==> config.mk <==
export PLATFORM = sky130hd
export DESIGN_NAME = gh_serial_port
export DESIGN_NICKNAME = d
export VERILOG_FILES = /design/src/hdl/gh_pkg.sv /design/src/hdl/gh_serial_port.sv
export SDC_FILE = /design/constraint.sdc
export NUM_CORES = 2
export LEC_CHECK = 0
export ABC_AREA = 0
export BUFFER_PORTS_ARGS = -buffer_cell sky130_fd_sc_hd__buf_2
export CORE_MARGIN = 4
export CORE_UTILIZATION = 35
export DETAILED_ROUTE_END_ITERATION = 7
export GPL_TIMING_DRIVEN = 0
export REMOVE_ABC_BUFFERS = 1
export SYNTH_ARGS = -nofsm -noshare
export SYNTH_HDL_FRONTEND = slang
export SYNTH_SLANG_ARGS = --single-unit
==> constraint.sdc <==
create_clock -name mclk -period 50.4 [get_ports mclk]
set_input_delay 7.56 -clock mclk [delete_from_list [all_inputs] [get_ports mclk]]
set_output_delay 7.56 -clock mclk [all_outputs]
set_load 0.005 [all_outputs]
==> src/hdl/gh_pkg.sv <==
// Purpose: Shared constants for the gauge host serial port.
// Assumes: Core clock mclk at 10 MHz.
// Notes:   Link times are device-side figures; cycle counts derive from them.
package gh_pkg;
   localparam int CLK_NS = 100;

   localparam logic [6:0] CTRL_IDX     = 7'h00;
   localparam logic [6:0] RW_TOP_IDX   = 7'h0F;
   localparam logic [6:0] UNLOCK_IDX   = 7'h6E;
   localparam logic [6:0] EE_LO_IDX    = 7'h76;
   localparam logic [6:0] EE_HI_IDX    = 7'h7F;
   localparam logic [6:0] I2C_DEV_ADDR = 7'b1010101;
   localparam logic [7:0] UNLOCK_KEY   = 8'hDD;
   localparam logic [7:0] FULL_RST_CMD = 8'h41;
   localparam logic [7:0] RESET_BYTE   = 8'h00;
   localparam logic [7:0] FILL_BYTE    = 8'hFF;
   localparam int         EE_BYTES     = 10;
   localparam int         REG_COUNT    = 128;
   localparam logic [3:0] LAST_BIT     = 4'h7;
   localparam logic [3:0] BYTE_BITS    = 4'h8;

   // Link times in microseconds; least times round up to whole cycles.
   localparam int BREAK_US      = 190;
   localparam int BREAK_REC_US  = 40;
   localparam int HOST_SAMPLE_US = 100;
   localparam int DEV_START_US  = 40;
   localparam int DEV_VALID_US  = 100;
   localparam int DEV_CYCLE_US  = 190;
   localparam int RESPONSE_US   = 200;
   localparam logic [15:0] BREAK_CYC     = 16'((BREAK_US * 1000 + CLK_NS - 1) / CLK_NS);
   localparam logic [15:0] BREAK_REC_CYC = 16'((BREAK_REC_US * 1000 + CLK_NS - 1) / CLK_NS);
   localparam logic [15:0] SAMPLE_CYC    = 16'((HOST_SAMPLE_US * 1000 + CLK_NS - 1) / CLK_NS);
   localparam logic [15:0] DSTART_CYC    = 16'((DEV_START_US * 1000 + CLK_NS - 1) / CLK_NS);
   localparam logic [15:0] DVALID_CYC    = 16'((DEV_VALID_US * 1000 + CLK_NS - 1) / CLK_NS);
   localparam logic [15:0] DCYCLE_CYC    = 16'((DEV_CYCLE_US * 1000 + CLK_NS - 1) / CLK_NS);
   localparam logic [15:0] RESPONSE_CYC  = 16'((RESPONSE_US * 1000 + CLK_NS - 1) / CLK_NS);

   // Long waits; the top module exposes their cycle counts as parameters.
   localparam longint SLEEP_S          = 18;
   localparam longint BUS_STUCK_MS     = 2;
   localparam longint SLEEP_CYC_DEF    = SLEEP_S * 1000000000 / CLK_NS;
   localparam longint STUCK_CYC_DEF    = BUS_STUCK_MS * 1000000 / CLK_NS;

   typedef enum logic [2:0] {H_IDLE, H_BIT, H_LOW, H_BRK, H_RESP, H_TX} gh_swl_st_t;
   typedef enum logic [2:0] {I_IDLE, I_ADDR, I_REG, I_WDAT, I_ACK, I_TX, I_MACK} gh_i2c_st_t;

   function automatic logic gh_is_ee(input logic [6:0] a);
      return (a >= EE_LO_IDX) && (a <= EE_HI_IDX);
   endfunction

   function automatic logic gh_is_rw(input logic [6:0] a);
      return (a <= RW_TOP_IDX) || gh_is_ee(a);
   endfunction
endpackage

==> src/hdl/gh_serial_port.sv <==
// Purpose: Register access port of a battery gauge over a single-wire
//          return-to-one link and an I2C slave, with EEPROM programming.
// Assumes: Both engines run at once; unused lines are held high outside.
// Notes:   Open-drain pins drive low only; output enables are active low.
// What this block does
// - EEPROM writes refused until unlock key written.
// - New EEPROM values reach RAM at full reset.
// - Command byte selects register to write or read.
// - Bit 7 set writes, clear reads; index below.
// - Eight bits per byte, least significant first.
// - Long low is break; high recovery rearms.
// - Bits are start low, value, high tail.
// - Idle high between bits keeps transfer place.
// - Read data starts after the response delay.
// - Line output is open drain, low only.
// - I2C slave at fixed address, four formats.
// - Pointer advances per byte; quick read uses it.
// - Even read captures odd partner, pointer plus two.
// - Write to read-only register is NACKed, dropped.
// - Register index above top is NACKed.
// - Only first data byte per write is taken.
// - Stuck low lines released after timeout.
// - Sleep after long low and low activity.
`timescale 1ns/100ps
`default_nettype none
module gh_serial_port
   import gh_pkg::*;
#(
   parameter int unsigned SLEEP_CYC = 32'(SLEEP_CYC_DEF),
   parameter int unsigned STUCK_CYC = 32'(STUCK_CYC_DEF)
) (
   input  wire logic mclk,
   input  wire logic arst_n,
   input  wire logic single_wire_line_in,
   output logic      single_wire_line_out,
   output logic      single_wire_line_oe_n,
   input  wire logic scl_in,
   output logic      scl_out,
   output logic      scl_oe_n,
   input  wire logic sda_in,
   output logic      sda_out,
   output logic      sda_oe_n,
   input  wire logic program_voltage_pin,
   input  wire logic activity_below_threshold,
   output logic      eeprom_unlocked,
   output logic      sleep
);
   logic [1:0] rst_q;
   logic       rst_n;
   logic [3:0] s1_q;
   logic [3:0] s2_q;
   logic [3:0] s3_q;
   logic       hl;
   logic       scl;
   logic       sda;
   logic       scl_rise;
   logic       scl_fall;
   logic       i2c_start;
   logic       i2c_stop;
   logic       pv_rise;

   always_ff @(posedge mclk or negedge arst_n) begin
      if (!arst_n) rst_q <= 2'b00;
      else rst_q <= {rst_q[0], 1'b1};
   end
   assign rst_n = rst_q[1];

   // Pin synchronisers; the third stage only serves edge detection.
   always_ff @(posedge mclk or negedge rst_n) begin
      if (!rst_n) begin
         s1_q <= 4'hF;
         s2_q <= 4'hF;
         s3_q <= 4'hF;
      end else begin
         s1_q <= {program_voltage_pin, sda_in, scl_in, single_wire_line_in};
         s2_q <= s1_q;
         s3_q <= s2_q;
      end
   end
   assign hl        = s2_q[0];
   assign scl       = s2_q[1];
   assign sda       = s2_q[2];
   assign scl_rise  = scl && !s3_q[1];
   assign scl_fall  = !scl && s3_q[1];
   assign i2c_start = scl && s3_q[1] && !sda && s3_q[2];
   assign i2c_stop  = scl && s3_q[1] && sda && !s3_q[2];
   assign pv_rise   = s2_q[3] && !s3_q[3];

   // Register file, EEPROM staging and EEPROM cells.
   logic [7:0] ram_q [REG_COUNT];
   logic [7:0] stage_q [EE_BYTES];
   logic [7:0] ee_q [EE_BYTES];
   logic       unlock_q;
   logic       boot_q;
   logic       hw_q;
   logic [6:0] hw_idx_q;
   logic [7:0] hw_dat_q;
   logic       iw_q;
   logic [6:0] iw_idx_q;
   logic [7:0] iw_dat_q;
   logic       wr_en;
   logic [6:0] wr_idx;
   logic [7:0] wr_dat;
   logic [3:0] wr_ee;
   logic       full_rst;

   function automatic logic [7:0] rd_val(input logic [6:0] a);
      if (a == UNLOCK_IDX) return RESET_BYTE;
      if (gh_is_ee(a) && unlock_q) return stage_q[4'(a - EE_LO_IDX)];
      return ram_q[a];
   endfunction

   function automatic logic wr_ok(input logic [6:0] a);
      return (a == UNLOCK_IDX) || (gh_is_rw(a) && (!gh_is_ee(a) || unlock_q));
   endfunction

   assign wr_en    = hw_q || iw_q;
   assign wr_idx   = hw_q ? hw_idx_q : iw_idx_q;
   assign wr_dat   = hw_q ? hw_dat_q : iw_dat_q;
   assign wr_ee    = 4'(wr_idx - EE_LO_IDX);
   assign full_rst = boot_q || (wr_en && wr_idx == CTRL_IDX && wr_dat == FULL_RST_CMD);

   always_ff @(posedge mclk or negedge rst_n) begin
      if (!rst_n) begin
         unlock_q <= 1'b0;
         boot_q   <= 1'b1;
         for (int i = 0; i < REG_COUNT; i++) ram_q[i] <= RESET_BYTE;
         for (int i = 0; i < EE_BYTES; i++) stage_q[i] <= RESET_BYTE;
      end else begin
         boot_q <= 1'b0;
         if (wr_en && wr_idx == UNLOCK_IDX) begin
            unlock_q <= (wr_dat == UNLOCK_KEY);
            for (int i = 0; i < EE_BYTES; i++) stage_q[i] <= ee_q[i];
         end else if (wr_en && wr_ok(wr_idx)) begin
            if (gh_is_ee(wr_idx)) stage_q[wr_ee] <= wr_dat;
            else ram_q[wr_idx] <= wr_dat;
         end
         if (full_rst) begin
            for (int i = 0; i < EE_BYTES; i++) ram_q[EE_LO_IDX + 7'(i)] <= ee_q[i];
         end
      end
   end

   // The programming pulse commits staged bytes only while unlocked.
   always_ff @(posedge mclk or negedge rst_n) begin
      if (!rst_n) begin
         for (int i = 0; i < EE_BYTES; i++) ee_q[i] <= RESET_BYTE;
      end else if (pv_rise && unlock_q) begin
         for (int i = 0; i < EE_BYTES; i++) ee_q[i] <= stage_q[i];
      end
   end

   // Single-wire engine.
   gh_swl_st_t h_st;
   logic [15:0] h_cnt;
   logic [2:0]  h_n;
   logic [7:0]  h_sh;
   logic        h_bit;
   logic        h_cmd_ok;
   logic [7:0]  h_cmd;
   logic [7:0]  h_tx;
   logic [7:0]  h_byte;
   logic        h_drive;

   assign h_byte = {h_bit, h_sh[7:1]};

   always_ff @(posedge mclk or negedge rst_n) begin
      if (!rst_n) begin
         h_st     <= H_BRK;
         h_cnt    <= 16'h0000;
         h_n      <= 3'h0;
         h_sh     <= RESET_BYTE;
         h_bit    <= 1'b0;
         h_cmd_ok <= 1'b0;
         h_cmd    <= RESET_BYTE;
         h_tx     <= RESET_BYTE;
         hw_q     <= 1'b0;
         hw_idx_q <= 7'h00;
         hw_dat_q <= RESET_BYTE;
      end else begin
         hw_q <= 1'b0;
         case (h_st)
            H_IDLE: begin
               h_cnt <= 16'h0000;
               if (!hl) h_st <= H_BIT;
            end
            H_BIT: begin
               h_cnt <= h_cnt + 16'h0001;
               if (h_cnt == SAMPLE_CYC) begin
                  h_bit <= hl;
                  h_st  <= H_LOW;
               end
            end
            H_LOW: begin
               h_cnt <= h_cnt + 16'h0001;
               if (hl) begin
                  h_st <= H_IDLE;
                  h_sh <= h_byte;
                  h_n  <= h_n + 3'h1;
                  if (h_n == LAST_BIT[2:0]) begin
                     if (h_cmd_ok) begin
                        hw_q     <= 1'b1;
                        hw_idx_q <= h_cmd[6:0];
                        hw_dat_q <= h_byte;
                        h_cmd_ok <= 1'b0;
                     end else begin
                        h_cmd    <= h_byte;
                        h_cmd_ok <= h_byte[7];
                        // The response delay counts from the last command bit, not from its start.
                        if (!h_byte[7]) begin
                           h_st  <= H_RESP;
                           h_cnt <= 16'h0000;
                        end
                     end
                  end
               end else if (h_cnt >= BREAK_CYC) begin
                  h_st <= H_BRK;
               end
            end
            H_BRK: begin
               h_n      <= 3'h0;
               h_cmd_ok <= 1'b0;
               if (!hl) h_cnt <= 16'h0000;
               else if (h_cnt >= BREAK_REC_CYC) h_st <= H_IDLE;
               else h_cnt <= h_cnt + 16'h0001;
            end
            H_RESP: begin
               h_cnt <= h_cnt + 16'h0001;
               if (h_cnt == RESPONSE_CYC) begin
                  h_tx  <= rd_val(h_cmd[6:0]);
                  h_cnt <= 16'h0000;
                  h_n   <= 3'h0;
                  h_st  <= H_TX;
               end
            end
            H_TX: begin
               h_cnt <= h_cnt + 16'h0001;
               if (h_cnt == DCYCLE_CYC - 16'h0001) begin
                  h_cnt <= 16'h0000;
                  h_tx  <= {1'b0, h_tx[7:1]};
                  h_n   <= h_n + 3'h1;
                  if (h_n == LAST_BIT[2:0]) h_st <= H_IDLE;
               end
            end
            default: h_st <= H_BRK;
         endcase
      end
   end

   assign h_drive = (h_st == H_TX) &&
                    ((h_cnt < DSTART_CYC) || ((h_cnt < DVALID_CYC) && !h_tx[0]));
   assign single_wire_line_out  = 1'b0;
   assign single_wire_line_oe_n = !h_drive;

   // I2C slave engine.
   gh_i2c_st_t i_st;
   gh_i2c_st_t i_nxt;
   logic [7:0]  i_sh;
   logic [3:0]  i_n;
   logic [7:0]  i_ptr;
   logic [7:0]  i_tx;
   logic [7:0]  i_odd;
   logic        i_odd_ok;
   logic        i_ack;
   logic        i_first;
   logic [31:0] stuck_cnt;
   logic        stuck;
   logic        i_load;
   logic        i_byte;

   assign stuck  = stuck_cnt >= STUCK_CYC;
   assign i_byte = scl_fall && (i_n == BYTE_BITS);
   assign i_load = scl_fall && (((i_st == I_ACK) && (i_nxt == I_TX)) || (i_st == I_MACK));

   always_ff @(posedge mclk or negedge rst_n) begin
      if (!rst_n) stuck_cnt <= 32'h0000_0000;
      else if (scl && sda) stuck_cnt <= 32'h0000_0000;
      else if (!stuck) stuck_cnt <= stuck_cnt + 32'h0000_0001;
   end

   always_ff @(posedge mclk or negedge rst_n) begin
      if (!rst_n) begin
         i_st     <= I_IDLE;
         i_nxt    <= I_IDLE;
         i_sh     <= RESET_BYTE;
         i_n      <= 4'h0;
         i_ptr    <= RESET_BYTE;
         i_tx     <= FILL_BYTE;
         i_odd    <= RESET_BYTE;
         i_odd_ok <= 1'b0;
         i_ack    <= 1'b0;
         i_first  <= 1'b0;
         iw_q     <= 1'b0;
         iw_idx_q <= 7'h00;
         iw_dat_q <= RESET_BYTE;
      end else begin
         iw_q <= 1'b0;
         if (stuck) begin
            i_st <= I_IDLE;
         end else if (i2c_start) begin
            i_st     <= I_ADDR;
            i_n      <= 4'h0;
            i_odd_ok <= 1'b0;
         end else if (i2c_stop) begin
            i_st <= I_IDLE;
         end else begin
            if (scl_rise && (i_st == I_ADDR || i_st == I_REG || i_st == I_WDAT)) begin
               i_sh <= {i_sh[6:0], sda};
               i_n  <= i_n + 4'h1;
            end
            if (scl_rise && i_st == I_MACK && sda) i_st <= I_IDLE;
            if (i_byte && i_st == I_ADDR) begin
               i_n   <= 4'h0;
               i_ack <= 1'b1;
               i_nxt <= i_sh[0] ? I_TX : I_REG;
               i_st  <= (i_sh[7:1] == I2C_DEV_ADDR) ? I_ACK : I_IDLE;
            end
            if (i_byte && i_st == I_REG) begin
               i_n     <= 4'h0;
               i_ack   <= !i_sh[7];
               i_nxt   <= i_sh[7] ? I_IDLE : I_WDAT;
               i_first <= 1'b1;
               if (!i_sh[7]) i_ptr <= i_sh;
               i_st    <= I_ACK;
            end
            if (i_byte && i_st == I_WDAT) begin
               i_n     <= 4'h0;
               i_first <= 1'b0;
               i_ack   <= i_first && wr_ok(i_ptr[6:0]);
               i_nxt   <= I_WDAT;
               i_st    <= I_ACK;
               if (i_first && wr_ok(i_ptr[6:0])) begin
                  iw_q     <= 1'b1;
                  iw_idx_q <= i_ptr[6:0];
                  iw_dat_q <= i_sh;
                  i_ptr    <= i_ptr + 8'h01;
               end
            end
            if (scl_fall && i_st == I_ACK) begin
               i_st  <= i_nxt;
               i_ack <= 1'b0;
               i_n   <= 4'h0;
            end
            if (scl_fall && i_st == I_TX) begin
               i_tx <= {i_tx[6:0], 1'b1};
               i_n  <= i_n + 4'h1;
               if (i_n == LAST_BIT) i_st <= I_MACK;
            end
            if (i_load) begin
               i_st <= I_TX;
               i_n  <= 4'h0;
               if (i_odd_ok) begin
                  i_tx     <= i_odd;
                  i_odd_ok <= 1'b0;
               end else if (i_ptr[7]) begin
                  i_tx <= FILL_BYTE;
               end else if (!i_ptr[0]) begin
                  i_tx     <= rd_val(i_ptr[6:0]);
                  i_odd    <= rd_val(i_ptr[6:0] | 7'h01);
                  i_odd_ok <= 1'b1;
                  i_ptr    <= i_ptr + 8'h02;
               end else begin
                  i_tx  <= rd_val(i_ptr[6:0]);
                  i_ptr <= i_ptr + 8'h01;
               end
            end
         end
      end
   end

   assign sda_out  = 1'b0;
   assign sda_oe_n = !(((i_st == I_ACK) && i_ack) || ((i_st == I_TX) && !i_tx[7]));
   assign scl_out  = 1'b0;
   assign scl_oe_n = 1'b1;

   // Sleep when any line has been low long enough and activity is low.
   logic [31:0] low_cnt;
   logic        sleep_q;
   logic        any_low;

   assign any_low = !hl || !scl || !sda;

   always_ff @(posedge mclk or negedge rst_n) begin
      if (!rst_n) begin
         low_cnt <= 32'h0000_0000;
         sleep_q <= 1'b0;
      end else if (!any_low) begin
         low_cnt <= 32'h0000_0000;
         sleep_q <= 1'b0;
      end else begin
         if (low_cnt < SLEEP_CYC) low_cnt <= low_cnt + 32'h0000_0001;
         else if (activity_below_threshold) sleep_q <= 1'b1;
      end
   end

   assign sleep           = sleep_q;
   assign eeprom_unlocked = unlock_q;
endmodule // gh_serial_port
`default_nettype wire

==> summary.txt <==
Clock tree
  – Clock Latency Late Sink: 0.80 ns
  – CTS Sinks: 1,387
  – Clk slew on worst S/H paths: 0.06 ns
  – PostCTS Resize Cnt: 0
  – Hold buffers post-CTS: 0
  – TritonCTS clock tree: yes
  – Total number of H-tree levels: 4
  – Clock tree buffer depth: 3
  – Clock Root Buffer: clkbuf_16
  – Total CTS buffers: 146
  – Post-CTS Setup Inserts: 0

Run status
  – Failing checks: max-capacitance violations, max-slew violations
  – Status: finished, violations left

Yosys
  – Synth unique cells: 87
  – Syn Area/Cell: 12.6 um^2
  – Post-Syn Area: 0.0665 mm^2
  – Syn. warnings: 0
  – Seq/Total Area, Yosys: 52.3%
  – Most numerous cell in the Yosys netlist: dfrtp_1
  – Synth Register Bits: 1,387
  – Syn Inst Count: 5,286
  – Top_reg_cell synth: dfrtp_1
  – Synth top area share: 51.4%
  – Synth area leader: dfrtp_1
  – Top cells by count, synth: dfrtp_1 (1,365), clkbuf_1 (969), mux4_2 (609)
  – Async SR Flop Fraction: 100%
  – Area contributors post-synth: dfrtp_1 (51%), mux4_2 (21%), clkbuf_1 (5.5%)
  – Post-synth EDFFs: 0

Timing
  – Maximum clock rate: 98.6 MHz
  – Fin Setup TNS: 0 ns
  – Fin worst setup slack: 40.26 ns
  – Worst hold slack: 0.342 ns
  – Worst slew pin tran: 1.51 ns
  – RSZ-0062 raised after global routing: false
  – Minimum clock period: 10.14 ns
  – Layout Skew: 0.0364 ns
  – Finish-stage setup viols: 0
  – Fin crit share: 20.1%
  – Final Hold Violating Endpoints: 0
  – Rel. slew slack: -1.18%
  – Final Max Tran Viols: 14

Detailed routing
  – Final WL: 171 mm
  – Vias: 38,900
  – First DRT Iteration DRCs: 3,892
  – DRT Pass-1 Iters: 6
  – Routed wire length per instance: 24.4 um
  – Vias/cell: 5.55
  – Post-route DRC: 0
  – Antenna-violating nets left: 0

Global route
  – Total gr overflow: 0
  – GRT Total Usage: 17.5%
  – Number of antenna violations at the first check in global routing: 4
  – Vias in the first global route: 40,100
  – Largest net degree at the start of global routing: 72
  – First-pass GRT wire length: 265 mm

Placement
  – Final Wtd Congestion: 0.856
  – Worst slack at placement: 41.02 ns
  – Placed wire-length estimate: 113 mm
  – I/O Buffers: 10
  – Placed inst area: 0.0672 mm^2

Critical path
  – Worst Path Required: 42.84 ns
  – Setup CP Type: reg2out
  – Critical Path AT: 2.59 ns
  – Max incr delay on CP: 0.62 ns
  – CP max FO: 12
  – Worst Setup Start Kind: flop
  – Top delay family on crit path: simple AND/OR/NAND/NOR gates
  – Worst path slowest cell: and2_1
  – Worst-path cell chain: nor2b_1 -> and2_1 -> nand3_1 -> buf_2
  – Setup crit end kind: output pin
  – Worst path bufs/invs: 1

Layout
  – Area delta synth->final: 8.75%
  – Final instance area: 0.0723 mm^2
  – Share of cells above drive strength 1: 25.8%
  – NumNets Final: 4,425
  – Filler Cell Count: 17,500

Die
  – Chip height: 444 um
  – Row cnt: 159
  – Boundary pin count: 15
  – Die area: 0.197 mm^2
  – Die span in x: 444 um
  – Starting Density: 35.3%
  – Placeable Area: 0.188 mm^2

Worst hold path
  – Worst min path class: reg2async

Power
  – PwrDens: 32.8 mW/mm^2
  – Leakage: 30.7 nW
  – Tot Pwr: 2.37 mW
  – Worst vdd ir: 0.0360 mV

Run
  – Max Cap Viol: 2
state kept, by name, indices dropped and copies added (netlist names), 16 cells and up:
| register | flops |
|---|---|
| ram_q | 1024 |
| stuck_cnt | 32 |
| stage_q | 80 |
| h_cnt | 16 |
| ee_q | 80 |
| low_cnt | 32 |
cell families after synthesis:
| logic type | synth area share (%) |
|---|---|
| DFF | 52.3 |
| buffers and inverters | 7.53 |
| muxes | 26.8 |
| and+or+nand+nor | 6.42 |
| AOI/OAI and AO/OA | 6.26 |
| xor gates and xnor gates | 0.329 |
| adders and majority gates | 0.358 |
| other | 0.0113 |
power breakdown:
group / total, mW / switching [mW] / internal, mW / leakage, nW
logic: 0.0920 / 0.0618 / 0.0302 / 8.95
clock network: 1.13 / 0.458 / 0.668 / 2.49
registers: 1.15 / 0.0236 / 1.13 / 19.2
path summary, 6_finish.rpt:
kind / from / to / slack [ns] / cells past startpoint
worst min register to register: rst_q[1]$_DFF_PN0_ / ram_q[420]$_DFFE_PN0P_ / 0.34 / 1
worst max register to register: h_cmd[2]$_DFFE_PN0P_ / h_tx[4]$_DFFE_PN0P_ / 45.47 / 9
max in group asynchronous: arst_n / rst_q[1]$_DFF_PN0_ / 43.73 / 1
min in group mclk: rst_q[0]$_DFF_PN0_ / rst_q[1]$_DFF_PN0_ / 0.35 / 0
worst max-delay path: h_st[2]$_DFFE_PN0P_ / single_wire_line_oe_n / 40.26 / 4
worst min-delay path: rst_q[1]$_DFF_PN0_ / ram_q[420]$_DFFE_PN0P_ / 0.34 / 1
through the flow:
stage,std cells,util (%)
floorplan,4157,-
global placement,6662,34.6
detailed placement,6746,35.7
CTS,7013,38.4
global route,7014,38.4
finish,7014,38.4
cell type report:
type / count / area (um^2) / share of cell area (%)
Sequential cell: 1387 / 34800 / 48.1
Multi-Input combinational cell: 2657 / 26900 / 37.2
Clock buffer: 214 / 4360 / 6.03
Tap cell: 2495 / 3120 / 4.32
Timing Repair Buffer: 94 / 2040 / 2.83
Clock inverter: 53 / 679 / 0.940
Inverter: 113 / 433 / 0.599
Antenna cell: 1 / 2.50 / 0.00346
layout by cell type, fill, tap and decap left out, types with 27 or more instances in the layout:
cell and n:
o21ai_0 376, nand2_1 445, buf_16 59, clkinv_2 27
clkbuf_8 34, nor3_1 32, nor2_1 124, nor2b_1 28
and2_1 27, nand3_1 62, inv_1 108, dfrtp_1 1352
mux4_2 609, mux2_2 138, o31ai_1 30, o22ai_1 28
clkbuf_16 151, clkbuf_1 29, mux2i_1 248, a21oi_1 95
routing by layer:
metal	vias up	track usage, %	share of wire (%)
li1	16900	-	-
met1	20400	25.3	44
met2	1284	25.8	45
met3	324	3.76	6.7
met4	2	6.90	4.0
met5	-	0	0.011
(Power assumes the default switching activity.)
